$ cat config.mk
export PLATFORM = sky130hd
export DESIGN_NAME = daq_adc_register_interface
export DESIGN_NICKNAME = d
export VERILOG_FILES = /design/src/daq_regs_pkg.sv /design/src/daq_adc_register_interface.sv
export SDC_FILE = /design/constraint.sdc
export NUM_CORES = 1
export LEC_CHECK = 0
export BUFFER_PORTS_ARGS = -buffer_cell sky130_fd_sc_hd__buf_2
export CAP_MARGIN = 15
export CORE_MARGIN = 5
export CORE_UTILIZATION = 40
export CTS_BUF_LIST = sky130_fd_sc_hd__clkbuf_2 sky130_fd_sc_hd__clkbuf_4 sky130_fd_sc_hd__clkbuf_8
export CTS_CLUSTER_DIAMETER = 60
export DETAILED_ROUTE_END_ITERATION = 8
export GPL_ROUTABILITY_DRIVEN = 0
export HOLD_SLACK_MARGIN = 0.02
export PLACE_DENSITY = 0.71
export SYNTH_ARGS = -nofsm -noshare
export SYNTH_HDL_FRONTEND = slang
export SYNTH_SLANG_ARGS = --single-unit
$ cat constraint.sdc
create_clock -name sys_clk -period 1.83 [get_ports sys_clk]
set_input_delay 0.0915 -clock sys_clk [delete_from_list [all_inputs] [get_ports sys_clk]]
set_output_delay 0.0915 -clock sys_clk [all_outputs]
set_load 0.02 [all_outputs]
$ cat src/daq_regs_pkg.sv
package daq_regs_pkg;
    // Address block size and decode width
    localparam int unsigned BLOCK_SIZE = 16;
    localparam int unsigned OFS_W = 4;
    // Register offsets within the block
    localparam logic [3:0] OFS_TIMER_COUNT_ZERO = 4'h0;
    localparam logic [3:0] OFS_TIMER_COUNT_ONE = 4'h1;
    localparam logic [3:0] OFS_TIMER_COUNT_TWO = 4'h2;
    localparam logic [3:0] OFS_TIMER_CONTROL = 4'h3;
    localparam logic [3:0] OFS_RESULT_LOW = 4'h4;
    localparam logic [3:0] OFS_RESULT_HIGH = 4'h5;
    localparam logic [3:0] OFS_INPUT_PORT_LOW = 4'h6;
    localparam logic [3:0] OFS_INPUT_PORT_HIGH = 4'h7;
    localparam logic [3:0] OFS_INTERRUPT_CLEAR = 4'h8;
    localparam logic [3:0] OFS_GAIN_SELECT = 4'h9;
    localparam logic [3:0] OFS_CHANNEL_SELECT = 4'ha;
    localparam logic [3:0] OFS_OPERATING_MODE = 4'hb;
    localparam logic [3:0] OFS_CONVERSION_KICK = 4'hc;
    localparam logic [3:0] OFS_OUTPUT_PORT_LOW = 4'hd;
    localparam logic [3:0] OFS_OUTPUT_PORT_HIGH = 4'he;
    // Field positions
    localparam int unsigned PENDING_BIT = 4;
    localparam int unsigned SEL_W = 3;
    localparam int unsigned MODE_IRQ_LSB = 4;
    // Converter mode field width and the two modes that raise end-of-conversion status
    localparam int unsigned MODE_W = 3;
    localparam logic [2:0] MODE_EXT_IRQ = 3'h3;
    localparam logic [2:0] MODE_PACER_IRQ = 3'h6;
    // Reset values and highest valid gain code
    localparam logic [2:0] CHANNEL_RESET = 3'h0;
    localparam logic [2:0] GAIN_RESET = 3'h0;
    localparam logic [2:0] GAIN_MAX_VALID = 3'h4;
    localparam logic [7:0] BYTE_RESET = 8'h00;
    // Host cycle decode states
    typedef enum logic [2:0] {
        BUS_IDLE = 3'b001,
        BUS_READ = 3'b010,
        BUS_WRITE = 3'b100
    } bus_state_t;
endpackage : daq_regs_pkg

$ cat src/daq_adc_register_interface.sv
`timescale 1ns/100ps
// Behaviour
// - Answer the sixteen-byte aligned block that holds base
// - Decode offsets 0 to 14 to read/write functions, offset 15 has none
// - Result low byte, high nibble, zeros above
// - High byte bit four shows pending flag
// - Low byte read sets pending flag again
// - Channel register three bits, zero at power-up
// - Channel write switches multiplexer immediately
// - Gain register three bits, codes above four invalid
// - Any write to kick starts conversion
// - Interrupt flag set per conversion in interrupt-transfer modes, write clears
module daq_adc_register_interface #(
    parameter int unsigned ADDR_W = 10,
    parameter int unsigned RESULT_W = 12
) (
    input wire logic sys_clk,
    input wire logic rst_b,
    // Host byte I/O cycle, one request per strobe pulse
    input wire logic [ADDR_W-1:0] io_addr,
    input wire logic [ADDR_W-1:0] base_addr,
    input wire logic io_rd_stb,
    input wire logic io_wr_stb,
    input wire logic [7:0] io_wdata,
    output logic [7:0] io_rdata,
    output logic io_rvalid,
    // Converter side
    input wire logic conv_done_pin,
    input wire logic [RESULT_W-1:0] conv_data_pin,
    output logic conv_start,
    output logic [2:0] channel_select,
    output logic [2:0] gain_select,
    output logic gain_invalid,
    output logic [7:0] operating_mode,
    output logic interrupt_flag,
    // Digital ports and analog output value
    input wire logic [15:0] input_port_pin,
    output logic [15:0] output_port,
    output logic [11:0] output_value,
    // Timer counter access strobes, timer itself lives elsewhere
    output logic timer_wr,
    output logic [1:0] timer_sel,
    output logic [7:0] timer_wdata,
    input wire logic [7:0] timer_rdata
);

    // Synchronisers for pin inputs; stage one only feeds stage two
    logic done_s1;
    logic done_s2;
    logic done_prev;
    logic [15:0] inp_s1;
    logic [15:0] inp_s2;
    logic [RESULT_W-1:0] data_s1;
    logic [RESULT_W-1:0] data_s2;
    // Held result and status
    logic [RESULT_W-1:0] result;
    logic result_pending_flag;
    logic [7:0] dac_low_hold;
    daq_regs_pkg::bus_state_t bus_state;

    // Decode: inside block, and offset within block
    function automatic logic in_block(input logic [ADDR_W-1:0] a, input logic [ADDR_W-1:0] b);
        in_block = (a[ADDR_W-1:daq_regs_pkg::OFS_W] == b[ADDR_W-1:daq_regs_pkg::OFS_W]);
    endfunction : in_block

    // Interrupt-transfer modes; every other code, the unused ones too, only polls
    function automatic logic irq_mode(input logic [7:0] m);
        irq_mode = (m[daq_regs_pkg::MODE_W-1:0] == daq_regs_pkg::MODE_EXT_IRQ)
            || (m[daq_regs_pkg::MODE_W-1:0] == daq_regs_pkg::MODE_PACER_IRQ);
    endfunction : irq_mode

    logic hit;
    logic [3:0] ofs;
    logic rd_cyc;
    logic wr_cyc;
    logic done_rise;
    assign hit = in_block(io_addr, base_addr);
    assign ofs = io_addr[daq_regs_pkg::OFS_W-1:0];
    assign rd_cyc = hit && io_rd_stb && !io_wr_stb;
    assign wr_cyc = hit && io_wr_stb && !io_rd_stb;
    assign done_rise = done_s2 && !done_prev;

    // Two-flop synchronisers for asynchronous pins
    // Data bus needs no gray code: it is only taken once done has settled
    always_ff @(posedge sys_clk) begin
        if (!rst_b) begin
            done_s1 <= 1'b0;
            done_s2 <= 1'b0;
            done_prev <= 1'b0;
            inp_s1 <= 16'h0000;
            inp_s2 <= 16'h0000;
            data_s1 <= '0;
            data_s2 <= '0;
        end else begin
            done_s1 <= conv_done_pin;
            done_s2 <= done_s1;
            done_prev <= done_s2;
            inp_s1 <= input_port_pin;
            inp_s2 <= inp_s1;
            data_s1 <= conv_data_pin;
            data_s2 <= data_s1;
        end
    end

    // Host cycle tracking, shows what the last strobe did
    // Both strobes together count as idle, so neither side wins
    always_ff @(posedge sys_clk) begin
        if (!rst_b) begin
            bus_state <= daq_regs_pkg::BUS_IDLE;
        end else begin
            case (1'b1)
                rd_cyc: bus_state <= daq_regs_pkg::BUS_READ;
                wr_cyc: bus_state <= daq_regs_pkg::BUS_WRITE;
                default: bus_state <= daq_regs_pkg::BUS_IDLE;
            endcase
        end
    end

    // Result capture and pending flag
    always_ff @(posedge sys_clk) begin
        if (!rst_b) begin
            result <= '0;
            result_pending_flag <= 1'b1;
        end else begin
            if (done_rise) begin
                result <= data_s2;
                result_pending_flag <= 1'b0;
            end else if (rd_cyc && ofs == daq_regs_pkg::OFS_RESULT_LOW) begin
                result_pending_flag <= 1'b1;
            end
        end
    end

    // Read data path, registered; one cycle after strobe
    // Reads outside the block leave the last read data standing
    always_ff @(posedge sys_clk) begin
        if (!rst_b) begin
            io_rdata <= daq_regs_pkg::BYTE_RESET;
            io_rvalid <= 1'b0;
        end else begin
            io_rvalid <= rd_cyc;
            if (rd_cyc) begin
                case (ofs)
                    daq_regs_pkg::OFS_TIMER_COUNT_ZERO,
                    daq_regs_pkg::OFS_TIMER_COUNT_ONE,
                    daq_regs_pkg::OFS_TIMER_COUNT_TWO: io_rdata <= timer_rdata;
                    daq_regs_pkg::OFS_RESULT_LOW: io_rdata <= result[7:0];
                    daq_regs_pkg::OFS_RESULT_HIGH: io_rdata <= {3'h0, result_pending_flag,
                        result[RESULT_W-1:8]};
                    daq_regs_pkg::OFS_INPUT_PORT_LOW: io_rdata <= inp_s2[7:0];
                    daq_regs_pkg::OFS_INPUT_PORT_HIGH: io_rdata <= inp_s2[15:8];
                    default: io_rdata <= daq_regs_pkg::BYTE_RESET;
                endcase
            end
        end
    end

    // Timer access strobes forwarded to the timer block
    always_ff @(posedge sys_clk) begin
        if (!rst_b) begin
            timer_wr <= 1'b0;
            timer_sel <= 2'h0;
            timer_wdata <= daq_regs_pkg::BYTE_RESET;
        end else begin
            timer_wr <= wr_cyc && (ofs <= daq_regs_pkg::OFS_TIMER_CONTROL);
            // unused reads ignored
            // Idle address lines and reads of offset 3 must not move the selection
            if ((wr_cyc && ofs <= daq_regs_pkg::OFS_TIMER_CONTROL)
                    || (rd_cyc && ofs < daq_regs_pkg::OFS_TIMER_CONTROL)) begin
                timer_sel <= ofs[1:0];
            end
            if (wr_cyc) begin
                timer_wdata <= io_wdata;
            end
        end
    end

    // Write-only control registers
    always_ff @(posedge sys_clk) begin
        if (!rst_b) begin
            channel_select <= daq_regs_pkg::CHANNEL_RESET;
            gain_select <= daq_regs_pkg::GAIN_RESET;
            gain_invalid <= 1'b0;
            operating_mode <= daq_regs_pkg::BYTE_RESET;
            output_port <= 16'h0000;
            output_value <= 12'h000;
            dac_low_hold <= daq_regs_pkg::BYTE_RESET;
        end else if (wr_cyc) begin
            case (ofs)
                daq_regs_pkg::OFS_CHANNEL_SELECT: channel_select <= io_wdata[2:0];
                daq_regs_pkg::OFS_GAIN_SELECT: begin
                    gain_select <= io_wdata[2:0];
                    gain_invalid <= io_wdata[2:0] > daq_regs_pkg::GAIN_MAX_VALID;
                end
                daq_regs_pkg::OFS_OPERATING_MODE: operating_mode <= io_wdata;
                daq_regs_pkg::OFS_OUTPUT_PORT_LOW: output_port[7:0] <= io_wdata;
                daq_regs_pkg::OFS_OUTPUT_PORT_HIGH: output_port[15:8] <= io_wdata;
                // Low byte waits; high byte updates the output in one step
                daq_regs_pkg::OFS_RESULT_LOW: dac_low_hold <= io_wdata;
                daq_regs_pkg::OFS_RESULT_HIGH: output_value <= {io_wdata[3:0], dac_low_hold};
                default: gain_invalid <= gain_invalid;
            endcase
        end
    end

    // Conversion start pulse and interrupt status flag
    always_ff @(posedge sys_clk) begin
        if (!rst_b) begin
            conv_start <= 1'b0;
            interrupt_flag <= 1'b0;
        end else begin
            conv_start <= wr_cyc && ofs == daq_regs_pkg::OFS_CONVERSION_KICK;
            // set wins over clear
            // Only the two interrupt-transfer modes raise the flag
            if (done_rise && irq_mode(operating_mode)) begin
                interrupt_flag <= 1'b1;
            end else if (wr_cyc && ofs == daq_regs_pkg::OFS_INTERRUPT_CLEAR) begin
                interrupt_flag <= 1'b0;
            end
        end
    end
endmodule : daq_adc_register_interface

==> metrics.md, run 1 <==
| Metric | Value |
|---|---|
| Global-route wire length before repair | `~23000 um` |
| Setup ws final | `around 70 ps` |
| Via count | `between 4000 and 5000` |
| CP startpoint kind | `input port` |
| F_max | `~570 MHz` |
| GR Overflow Total | `0` |
| Starting Density | `0.407` |
| Depth of the worst register-to-register path | `4` |
| Die H | `126 um` |
| CP max FO | `8` |
| ANT cells | `0` |
| Yosys top cell by area | `dfxtp_1` |
| CTS tree | `built` |
| Setup Viol. Count Final | `0` |
| Yosys reg bits | `approximately 150` |
| Via density | `between 5 and 6` |
| Vias in the first global route | `about 4700` |
| Boundary pin count | `approximately 130` |
| Syn_nets | `643` |
| Die Wd | `approximately 130 um` |
| Ranking of synthesized cells by area | `dfxtp_1 (54%), and2_1 (7.1%), a21oi_1 (6.0%), nand3_1 (4.9%), o21ai_0 (4.4%)` |
| Status | `finished, final reports clean` |
| Finished Cell Area | `approximately 7000 um2` |
| Hold Fails Final Rpt | `0` |
| Mapped cell area | `~5400 um2` |
| Clock slew at reported path FFs | `about 80 ps` |
| Worst slack, placed | `98.5 ps` |
| Peak VDD IR | `~0.00056 V` |
| Synth warnings | `0` |
| Multi-input gate area | `around 2300 um2` |
| Area taken by flip-flops and latches | `2900 um2` |
| Mean post-synth cell area | `roughly 9.4 um2` |
| LEAKAGE | `between 0.002 and 0.003 uW` |
| Drt drc | `0` |
| Final net count | `805` |
| # rows | `42` |
| Fillers | `~1200` |
| Rel. slew slack | `0.681` |
| Core Footprint | `~13000 um2` |
| HP Class | `in2reg` |
| Clock Tree Root | `clkbuf_8` |
| Async S/R FF share, synth | `0` |
| DP Area | `about 6200 um2` |
| Top_reg_cell synth | `dfxtp_1` |
| Sequential element share of the synthesized area | `0.539` |
| DP HPWL | `about 10000 um` |
| Power Density | `869 nW/um2` |
| H-Tree Depth | `4` |
| Crit path arrival time | `about 2100 ps` |
| Worst setup EP type | `register` |
| Final min period | `between 1500 and 2000 ps` |
| P&R area growth vs syn | `30.3%` |
| Max Slew Vio Count | `0` |
| Max Cap Viol | `0` |
| Clk buf depth | `2` |
| Die ar. | `15900 um2` |
| Hold depth | `4` |
| Detailed Routing Iterations Pass 1 | `5` |
| Most instantiated cells after synthesis | `dfxtp_1 (145), a21oi_1 (65), and2_1 (61)` |
| Antenna violations before repair | `2` |
| Post-synth cell types | `39` |
| Slew @ Worst Pin | `approximately 480 ps` |
| Layout cells sized above 1 | `0.258` |
| # port buffers | `129` |
| Yosys top cell area share | `0.539` |
| Clock latency on the worst-skew pair | `roughly 450 ps` |
| Wire per inst | `approximately 16 um` |
| Setup CP Type | `in2reg` |
| Post-synth EDFFs | `0` |
| ANT nets after route | `0` |
| Pin count of the biggest net entering global routing | `53` |
| Final WL | `between 10000 and 15000 um` |
| Period Utilization, post-route | `0.962` |
| Number of DRC markers in iteration 0 | `around 380` |
| GRT Resource Usage Total | `0.181` |
| CTS Buf Count | `17` |
| Cells after Synth | `roughly 570` |
| Core Util, Final | `0.530` |
| Most frequent cell after synthesis | `dfxtp_1` |
| Required time of the critical path | `~2200 ps` |
| Layout Skew | `around 7.6 ps` |
| Clock sink count | `approximately 150` |
==> worst paths after layout <==
check	from	slack, ps	end
max	io_addr[3]	70	dac_low_hold[5]
min	timer_rdata[4]	50	io_rdata[4]
max reg2reg	result[8]	490	io_rdata[0]
min reg2reg	inp_s1[9]	430	inp_s2[9]
==> through the flow <==
step | hold slack [ps] | setup TNS [ps] | total power, uW | std cells
final | 46.6 | 0 | 6100 | 925
after global routing | 66.9 | -9.47 | 6330 | 925
after CTS | 25.4 | 0 | 6140 | 924
after detailed placement | 300 | 0 | 3710 | 852
after global placement | 297 | 0 | 3700 | 852
after floorplan | 219 | 0 | 3540 | 574
==> layer usage <==
layer	track usage	part of all wire	wire length, um
met5	0	0.0017	25
met4	0.0839	0.028	408
met3	0.0597	0.075	1090
met2	0.304	0.49	7030
met1	0.208	0.41	5880
==> flip-flops by register name, indices dropped and copies added (netlist names), 2 cells and up <==
register	flops
channel_select	3
dac_low_hold	8
data_s1	12
data_s2	12
gain_select	3
inp_s1	16
inp_s2	16
io_rdata	8
operating_mode	8
output_port	16
output_value	12
result	12
timer_sel	2
timer_wdata	8
==> cell usage in the layout (no fill, tap or decap), drive strengths merged, types with 3 or more instances in the layout <==
master | Yosys | routed
clkinv | 0 | 5
a21oi | 65 | 65
buf | 8 | 151
nor2b | 6 | 6
a32o | 7 | 7
and2 | 61 | 61
xor2 | 3 | 3
dfxtp | 145 | 145
dlygate4sd3 | 0 | 40
nand2 | 59 | 59
clkbuf | 40 | 19
xnor2 | 6 | 6
inv | 1 | 5
mux4 | 5 | 5
nand4 | 8 | 8
and4 | 8 | 8
clkinvlp | 0 | 3
mux2i | 14 | 14
o21ai | 58 | 58
nand3 | 53 | 53
==> where the power goes <==
part | leakage (uW) | switching [uW] | internal (uW)
Sequential | 0.00118 | 17.1 | 3220
Combinational | 0.00151 | 255 | 216
Clock | 0.000186 | 1260 | 1130
==> layout make-up <==
| class | instances | area share |
|---|---|---|
| flip-flops and latches | 145 | 0.414 |
| multi-input cells | 380 | 0.326 |
| repair buffers | 191 | 0.174 |
| clock buffers | 19 | 0.0355 |
| well taps | 176 | 0.0314 |
| clock inverters | 13 | 0.0185 |
| inverters | 1 | 0.000535 |
==> what timing repair did <==
action | in CTS | in global routing
gates resized for setup | 0 | 1
setup buffers | 0 | 1
hold endpoints to repair | 82 | 0
endpoints found under the setup margin | 0 | 7
hold buffers | 40 | 0
==> critical path, cell delays in order <==
cell	delay, ps
dlygate4sd3_1	550
buf_2	160
or4b_4	490
buf_4	160
nor4_4	240
buf_4	200
nand3_1	80
a21oi_1	170
==> cells by family after synthesis <==
family | Yosys count | synth area share
DFF | 145 | 0.539
muxes | 21 | 0.0532
AOI/OAI and AO/OA | 139 | 0.141
buffers and inverters | 49 | 0.0365
and+or+nand+nor | 211 | 0.216
xor gates and xnor gates | 9 | 0.0146
Note: power is estimated with default switching activity, not from simulation.
==> run 2: changes to the inputs <==
--- a/config.mk
+++ b/config.mk
@@ -5,6 +5,7 @@
 export SDC_FILE = /design/constraint.sdc
 export NUM_CORES = 1
 export LEC_CHECK = 0
+export ABC_AREA = 1
 export BUFFER_PORTS_ARGS = -buffer_cell sky130_fd_sc_hd__buf_2
 export CAP_MARGIN = 15
 export CORE_MARGIN = 5
==> run 2 against run 1 <==
Compared with the run above:
- non-clock buffer count shrank 3
- first-iteration DRC count shrank 15%
- power grew 5.9%
- area after synthesis shrank 1.4%
- flip-flop and latch count is the same
- critical path type unchanged
- critical endpoint is now dac_low_hold[7]
==> metrics.md, run 2 <==
| Metric | Value |
|---|---|
| Final Non-Filler Cells | `1070 (+16%)` |
| Setup CP Type | `in2reg` |
| Biggest regs | `inp_s1: 16 flops, inp_s2: 16 flops, output_port: 16 flops` |
| Via count | `4788 (-0.64%)` |
| Setup Fix Bufs, Post-CTS | `0 (unchanged)` |
| Synth warnings | `0 (unchanged)` |
| GR Overflow Total | `0 (unchanged)` |
| Yosys top cell by area | `dfxtp_1` |
| Number of DRC markers in iteration 0 | `325 (-15%)` |
| Drt drc | `0 (unchanged)` |
| Die ar. | `15700 um2 (-1.3%)` |
| Status | `finished, final reports clean` |
| Syn_nets | `773 (+20%)` |
| Final min period | `1620 ps (-136 ps)` |
| Mapped cell area | `5310 um2 (-1.4%)` |
| Layout Skew | `11.9 ps (+4.27 ps)` |
| Hold Fails Final Rpt | `0 (unchanged)` |
| Top_reg_cell synth | `dfxtp_1` |
| Fillers | `1216 (+2.0%)` |
| Wire per inst | `12.3 um (-21%)` |
| Max Slew Vio Count | `0 (unchanged)` |
| Fin Setup TNS | `0 ps (unchanged)` |
| Worst setup EP type | `register` |
| Finished Cell Area | `7080 um2 (+0.80%)` |
| GRT Resource Usage Total | `0.173 (-0.00757)` |
| Sequential element share of the synthesized area | `0.547 (+0.00788)` |
| Clock slew at reported path FFs | `70 ps (about the same)` |
| Post-synth EDFFs | `0 (unchanged)` |
| Post-synth cell types | `25 (-36%)` |
| Clock sink count | `145 (unchanged)` |
| Yosys top cell area share | `0.547 (+0.00788)` |
| P&R area growth vs syn | `33.3%` |
| HP Class | `in2reg` |
| DR WL met3 | `994 um (-8.5%)` |
| ANT nets after route | `0 (unchanged)` |
| Ranking of synthesized cells by area | `dfxtp_1 (55%), nand2_1 (14%), nor2_1 (7.3%), inv_1 (6.2%), a21oi_1 (3.9%)` |
| Crit path arrival time | `1970 ps (-170 ps)` |
| Global-route wire length before repair | `21900 um (-5.5%)` |
| CTS tree | `built` |
| DP HPWL | `9000 um (-11%)` |
| DP Area | `6150 um2 (-1.3%)` |
| Metal2 WL | `6370 um (-9.3%)` |
| Core Footprint | `13100 um2 (-0.79%)` |
| Die Wd | `125 um (-0.67%)` |
| # port buffers | `129 (unchanged)` |
| F_max | `616 MHz (+8.4%)` |
| Clock Tree Root | `clkbuf_8` |
| CP max FO | `16 (+8)` |
| Starting Density | `0.404 (-0.00265)` |
| ANT cells | `0 (unchanged)` |
| Required time of the critical path | `2170 ps (-40 ps)` |
| Sw power | `1450 uW (-5.4%)` |
| Detailed Routing Iterations Pass 1 | `5 (unchanged)` |
| Layout cells sized above 1 | `0.207 (-0.0507)` |
| Antenna violations before repair | `1 (-1)` |
| Clock latency on the worst-skew pair | `450 ps (about the same)` |
| Setup Viol. Count Final | `0 (unchanged)` |
| Switching share of power | `0.225 (-0.0267)` |
| RSZ-0062 raised after global routing | `no` |
| Cells after Synth | `704 (+23%)` |
| Rel. slew slack | `0.697 (+0.0151)` |
| P_int | `5000 uW (+9.6%)` |
| Most frequent cell after synthesis | `nand2_1` |
| Vias in the first global route | `4550 (-3.7%)` |
| Clk buf depth | `2 (unchanged)` |
| Mean post-synth cell area | `7.54 um2 (-20%)` |
| H-Tree Depth | `4 (unchanged)` |
| Final net count | `950 (+18%)` |
| Placed insts | `991 (+16%)` |
| Die H | `125 um (-0.67%)` |
| Async S/R FF share, synth | `0 (unchanged)` |
| Met1 WL | `5600 um (-4.8%)` |
| Pin count of the biggest net entering global routing | `53 (unchanged)` |
| CTS Buf Count | `17 (unchanged)` |
| Most instantiated cells after synthesis | `nand2_1 (200), dfxtp_1 (145), nor2_1 (103)` |
| Slew @ Worst Pin | `455 ps (-22.6 ps)` |
| Final WL | `13200 um (-8.7%)` |
| LEAKAGE | `0.00368 uW (+28%)` |
| CP startpoint kind | `input port` |
| Boundary pin count | `134 (unchanged)` |
| Via density | `4.47 (-14%)` |
| Most frequent cells in the layout | `nand2_1 (200), dfxtp_1 (145), buf_2 (129)` |
| Flop pwr share | `0.504 (-0.027)` |
| Combinational share of power | `0.067 (-0.010)` |
| Yosys reg bits | `145 (unchanged)` |
| Peak VDD IR | `0.000633 V (+14%)` |
| Power Density | `912 nW/um2 (+5.0%)` |
| # rows | `42 (unchanged)` |
| Top Layer Used | `met5` |
| Clk pwr share | `0.429 (+0.037)` |
| Core Util, Final | `0.539 (+0.00853)` |
| Most common cell after layout, fill and taps aside | `nand2_1` |
| Period Utilization, post-route | `0.887 (-0.0745)` |
| Max Cap Viol | `0 (unchanged)` |
-- run 2: power by group through the flow --
stage / registers, uW / clock network, uW / logic (uW)
finish: 3250 / 2770 / 433
global route: 3260 / 2950 / 486
CTS: 3250 / 2840 / 428
detailed placement: 3320 / 0 / 351
global placement: 3320 / 0 / 349
floorplan: 3320 / 0 / 198
-- run 2: what timing repair did --
action                                 4_1_cts  5_1_grt
hold buffers                                48        0
endpoints found under the hold margin       75        0
resized for setup                            0        1
setup endpoints to repair                    0        1
-- run 2: worst paths after layout --
| path | from | to | slack (ps) | cells past startpoint |
|---|---|---|---|---|
| setup / recovery | io_addr[0] | dac_low_hold[7] | 210 | 10 |
| hold / removal | timer_rdata[6] | io_rdata[6] | 50 | 5 |
| setup reg to reg | timer_wdata[1] | timer_wdata[1] | 720 | 3 |
| hold reg to reg | inp_s1[6] | inp_s2[6] | 410 | 2 |
-- run 2: metal layers --
metal,vias up,global-route usage
li1,2526,-
met1,2105,0.209
met2,139,0.286
met3,16,0.0627
met4,2,0.0606
met5,-,0
-- run 2: cell type report --
cell class	count	area (um2)	share of cell area
multi-input cells	439	1930	0.273
clock buffers	20	269	0.0380
clock inverters	12	180	0.0255
repair buffers	188	1230	0.174
well taps	176	220	0.0311
flip-flops and latches	145	2900	0.410
inverters	90	338	0.0477
-- run 2: through the flow --
stage	setup slack [ps]	hold WS (ps)	power, uW
final	207	51.8	6450
after global routing	27.6	59.7	6690
after CTS	58.5	22.6	6510
after detailed placement	154	274	3680
after global placement	190	274	3670
after floorplan	597	189	3520
-- run 2: worst max-delay path, cell delays in order --
cell and delay, ps:
dlygate4sd3_1 540, buf_2 150, inv_1 100, nand2_1 110
nor2_2 320, inv_1 200, nor2_8 270, nand2_1 80
nand2_1 60, nor2_1 40
-- run 2: logic make-up (layout without fill, tap and decap cells) --
logic type,after synthesis,count (layout),share of synthesized area
simple gates,361,361,0.287
flops,145,145,0.547
buf+inv,120,310,0.0898
xor+xnor,4,4,0.00660
compound gates,74,74,0.0698
==> run 3: changes to the inputs <==
--- a/config.mk
+++ b/config.mk
@@ -15,7 +15,8 @@
 export DETAILED_ROUTE_END_ITERATION = 8
 export GPL_ROUTABILITY_DRIVEN = 0
 export HOLD_SLACK_MARGIN = 0.02
-export PLACE_DENSITY = 0.71
+export PLACE_DENSITY = 0.73
+export SLEW_MARGIN = 20
 export SYNTH_ARGS = -nofsm -noshare
 export SYNTH_HDL_FRONTEND = slang
 export SYNTH_SLANG_ARGS = --single-unit
==> constraint.sdc (replaced) <==
create_clock -name sys_clk -period 1.3 [get_ports sys_clk]
set_input_delay 0.065 -clock sys_clk [delete_from_list [all_inputs] [get_ports sys_clk]]
set_output_delay 0.065 -clock sys_clk [all_outputs]
set_load 0.02 [all_outputs]
==> run 3 against run 2 <==
Compared with the run above:
- critical path depth unchanged
- clock power is 50% higher
- critical endpoint is now io_rdata[7]
- via count is 3.6% higher
- count of clock-buffer cells in the layout shrank 1
- design area increased by 3.4%
- register-to-register slack got worse by 480 ps
- cell count increased by 1.8%
- highest routed layer is now met4
- worst hold slack worse by 13 ps
==> metrics.md, run 3 (synthesized netlist as in run 2, its figures left out) <==
| Metric | Value |
|---|---|
| Status | `finished, final reports clean` |
| CTS tree | `built` |
| Worst slack, placed | `-154 ps (-307 ps)` |
| DP HPWL | `9240 um (+2.7%)` |
| Peak VDD IR | `0.000853 V (+35%)` |
| Setup Fix Bufs, Post-CTS | `0 (unchanged)` |
| Boundary pin count | `134 (unchanged)` |
| Flop pwr share | `0.487 (-0.017)` |
| P_int | `7250 uW (+45%)` |
| Worst setup EP type | `register` |
| Drt drc | `0 (unchanged)` |
| Worst path slowest cell | `dlygate4sd3_1` |
| Final net count | `969 (+2.0%)` |
| Clock latency on the worst-skew pair | `440 ps (about the same)` |
| CP max FO | `8 (-8)` |
| Via density | `4.55 (+1.8%)` |
| H-Tree Depth | `4 (unchanged)` |
| CP startpoint kind | `input port` |
| Slew @ Worst Pin | `381 ps (-74.5 ps)` |
| Crit-path cells | `dlygate4sd3_1 -> buf_2 -> nand2_1 -> buf_4 -> nor2_1 -> buf_4 -> nand2_1 -> nand4_1 -> nand2_1 -> a21oi_2` |
| Max Cap Viol | `0 (unchanged)` |
| Via count | `4960 (+3.6%)` |
| DP Area | `6310 um2 (+2.7%)` |
| Clock sink count | `145 (unchanged)` |
| CTS Buf Count | `17 (unchanged)` |
| # rows | `42 (unchanged)` |
| Most common cell after layout, fill and taps aside | `nand2_1` |
| Vias in the first global route | `4817 (+5.9%)` |
| Switching share of power | `0.228 (+0.00282)` |
| Wire per inst | `12.6 um (+2.6%)` |
| Number of DRC markers in iteration 0 | `369 (+14%)` |
| Max Slew Vio Count | `0 (unchanged)` |
| Clk buf depth | `2 (unchanged)` |
| Final min period | `1270 ps` |
| Starting Density | `0.404 (unchanged)` |
| Core Util, Final | `0.557 (+0.0181)` |
| # port buffers | `129 (unchanged)` |
| Combinational share of power | `0.070 (+0.003)` |
| Multi-input gate area | `1960 um2 (+1.6%)` |
| Crit path largest cell delay | `530 ps (about the same)` |
| Die Wd | `125 um (unchanged)` |
| Crit path arrival time | `1650 ps (-320 ps)` |
| CP delay by family, top | `buffers and inverters` |
| Clk pwr share | `0.442 (+0.013)` |
| Finished Cell Area | `7310 um2 (+3.4%)` |
| Global-route wire length before repair | `22600 um (+3.0%)` |
| Die ar. | `15700 um2 (unchanged)` |
| Power Density | `1280 nW/um2 (+41%)` |
| Antenna violations before repair | `0 (-1)` |
| Setup ws final | `26.8 ps (-180 ps)` |
| Biggest regs | `inp_s1: 16 flops, inp_s2: 16 flops, output_port: 16 flops` |
| Total power | `9390 uW (+46%)` |
| LEAKAGE | `0.00380 uW (+3.2%)` |
| ANT cells | `0 (unchanged)` |
| Fillers | `1223 (+0.58%)` |
| Die H | `125 um (unchanged)` |
| Detailed Routing Iterations Pass 1 | `4 (-1)` |
| Period Utilization, post-route | `0.979` |
| Clock Tree Root | `clkbuf_8` |
| Required time of the critical path | `1670 ps (-500 ps)` |
| Buf+Inv Stages, Crit Path | `4 (unchanged)` |
| Clock slew at reported path FFs | `80 ps (about the same)` |
| Layout Skew | `5.57 ps (-6.33 ps)` |
| HP Class | `in2reg` |
| F_max | `about 800 MHz` |
| GR Overflow Total | `0 (unchanged)` |
| Hold Worst Slack | `38.9 ps (-12.9 ps)` |
| Most Frequent Cell on Critical Path | `nand2_1` |
| P&R area growth vs syn | `37.8%` |
| Sw power | `2140 uW (+47%)` |
| Pin count of the biggest net entering global routing | `65 (+23%)` |
| Most frequent cells in the layout | `nand2_1 (199), dfxtp_1 (145), buf_2 (129)` |
| Layout cells sized above 1 | `0.228 (+0.0209)` |
| Hold Fails Final Rpt | `0 (unchanged)` |
| Setup Viol. Count Final | `0 (unchanged)` |
| Rel. slew slack | `0.746 (+0.0494)` |
| ANT nets after route | `0 (unchanged)` |
| Final WL | `13800 um (+4.4%)` |
| Core Footprint | `13100 um2 (unchanged)` |
| Area taken by flip-flops and latches | `2900 um2 (unchanged)` |
| Setup CP Type | `in2reg` |
| GRT Resource Usage Total | `0.177 (+0.00424)` |
[run 3: cell type report]
type                            count  share of cell area
Timing Repair Buffer              206               0.193
Tap cell                          176              0.0301
Sequential cell                   145               0.397
Clock buffer                       19              0.0349
Clock inverter                     13              0.0301
Inverter                           90              0.0465
Multi-Input combinational cell    440               0.269
[run 3: repair_timing]
action	4_1_cts	5_1_grt
resized for setup	0	11
hold buffers	49	0
endpoints found under the setup margin	0	26
hold endpoints to repair	78	0
[run 3: power groups by stage]
stage / sequential (uW) / combinational (uW) / clock (uW)
after global placement: 4680 / 526 / 0
final: 4580 / 661 / 4160
after CTS: 4580 / 648 / 4230
after global routing: 4590 / 741 / 4430
after detailed placement: 4680 / 533 / 0
after floorplan: 4670 / 279 / 0
[run 3: layer usage]
metal,vias to the layer above,track usage,share of wire
li1,2561,-,-
met2,164,0.312,0.50
met5,-,0,0
met4,0,0.0548,0.018
met1,2212,0.201,0.41
met3,23,0.0644,0.075
[run 3: worst min-delay path: stages]
cell and delay [ps]:
buf_2 90, nand2_1 50, nand3_1 50, o21ai_0 70, a21oi_1 130
[run 3: worst paths after layout]
path | startpoint | endpoint | slack (ps) | cells after the start
worst min-delay path | timer_rdata[1] | io_rdata[1] | 40 | 5
worst max register to register | done_s2 | result[2] | 240 | 5
worst min register to register | data_s1[1] | data_s2[1] | 410 | 2
worst max-delay path | io_addr[0] | io_rdata[7] | 30 | 10
[run 3: through the flow]
stage | instances | setup TNS, ps
global route | 1089 | -45.1
floorplan | 704 | 0
finish | 1089 | 0
detailed placement | 1008 | -4550
CTS | 1089 | 0
global placement | 1008 | -4460
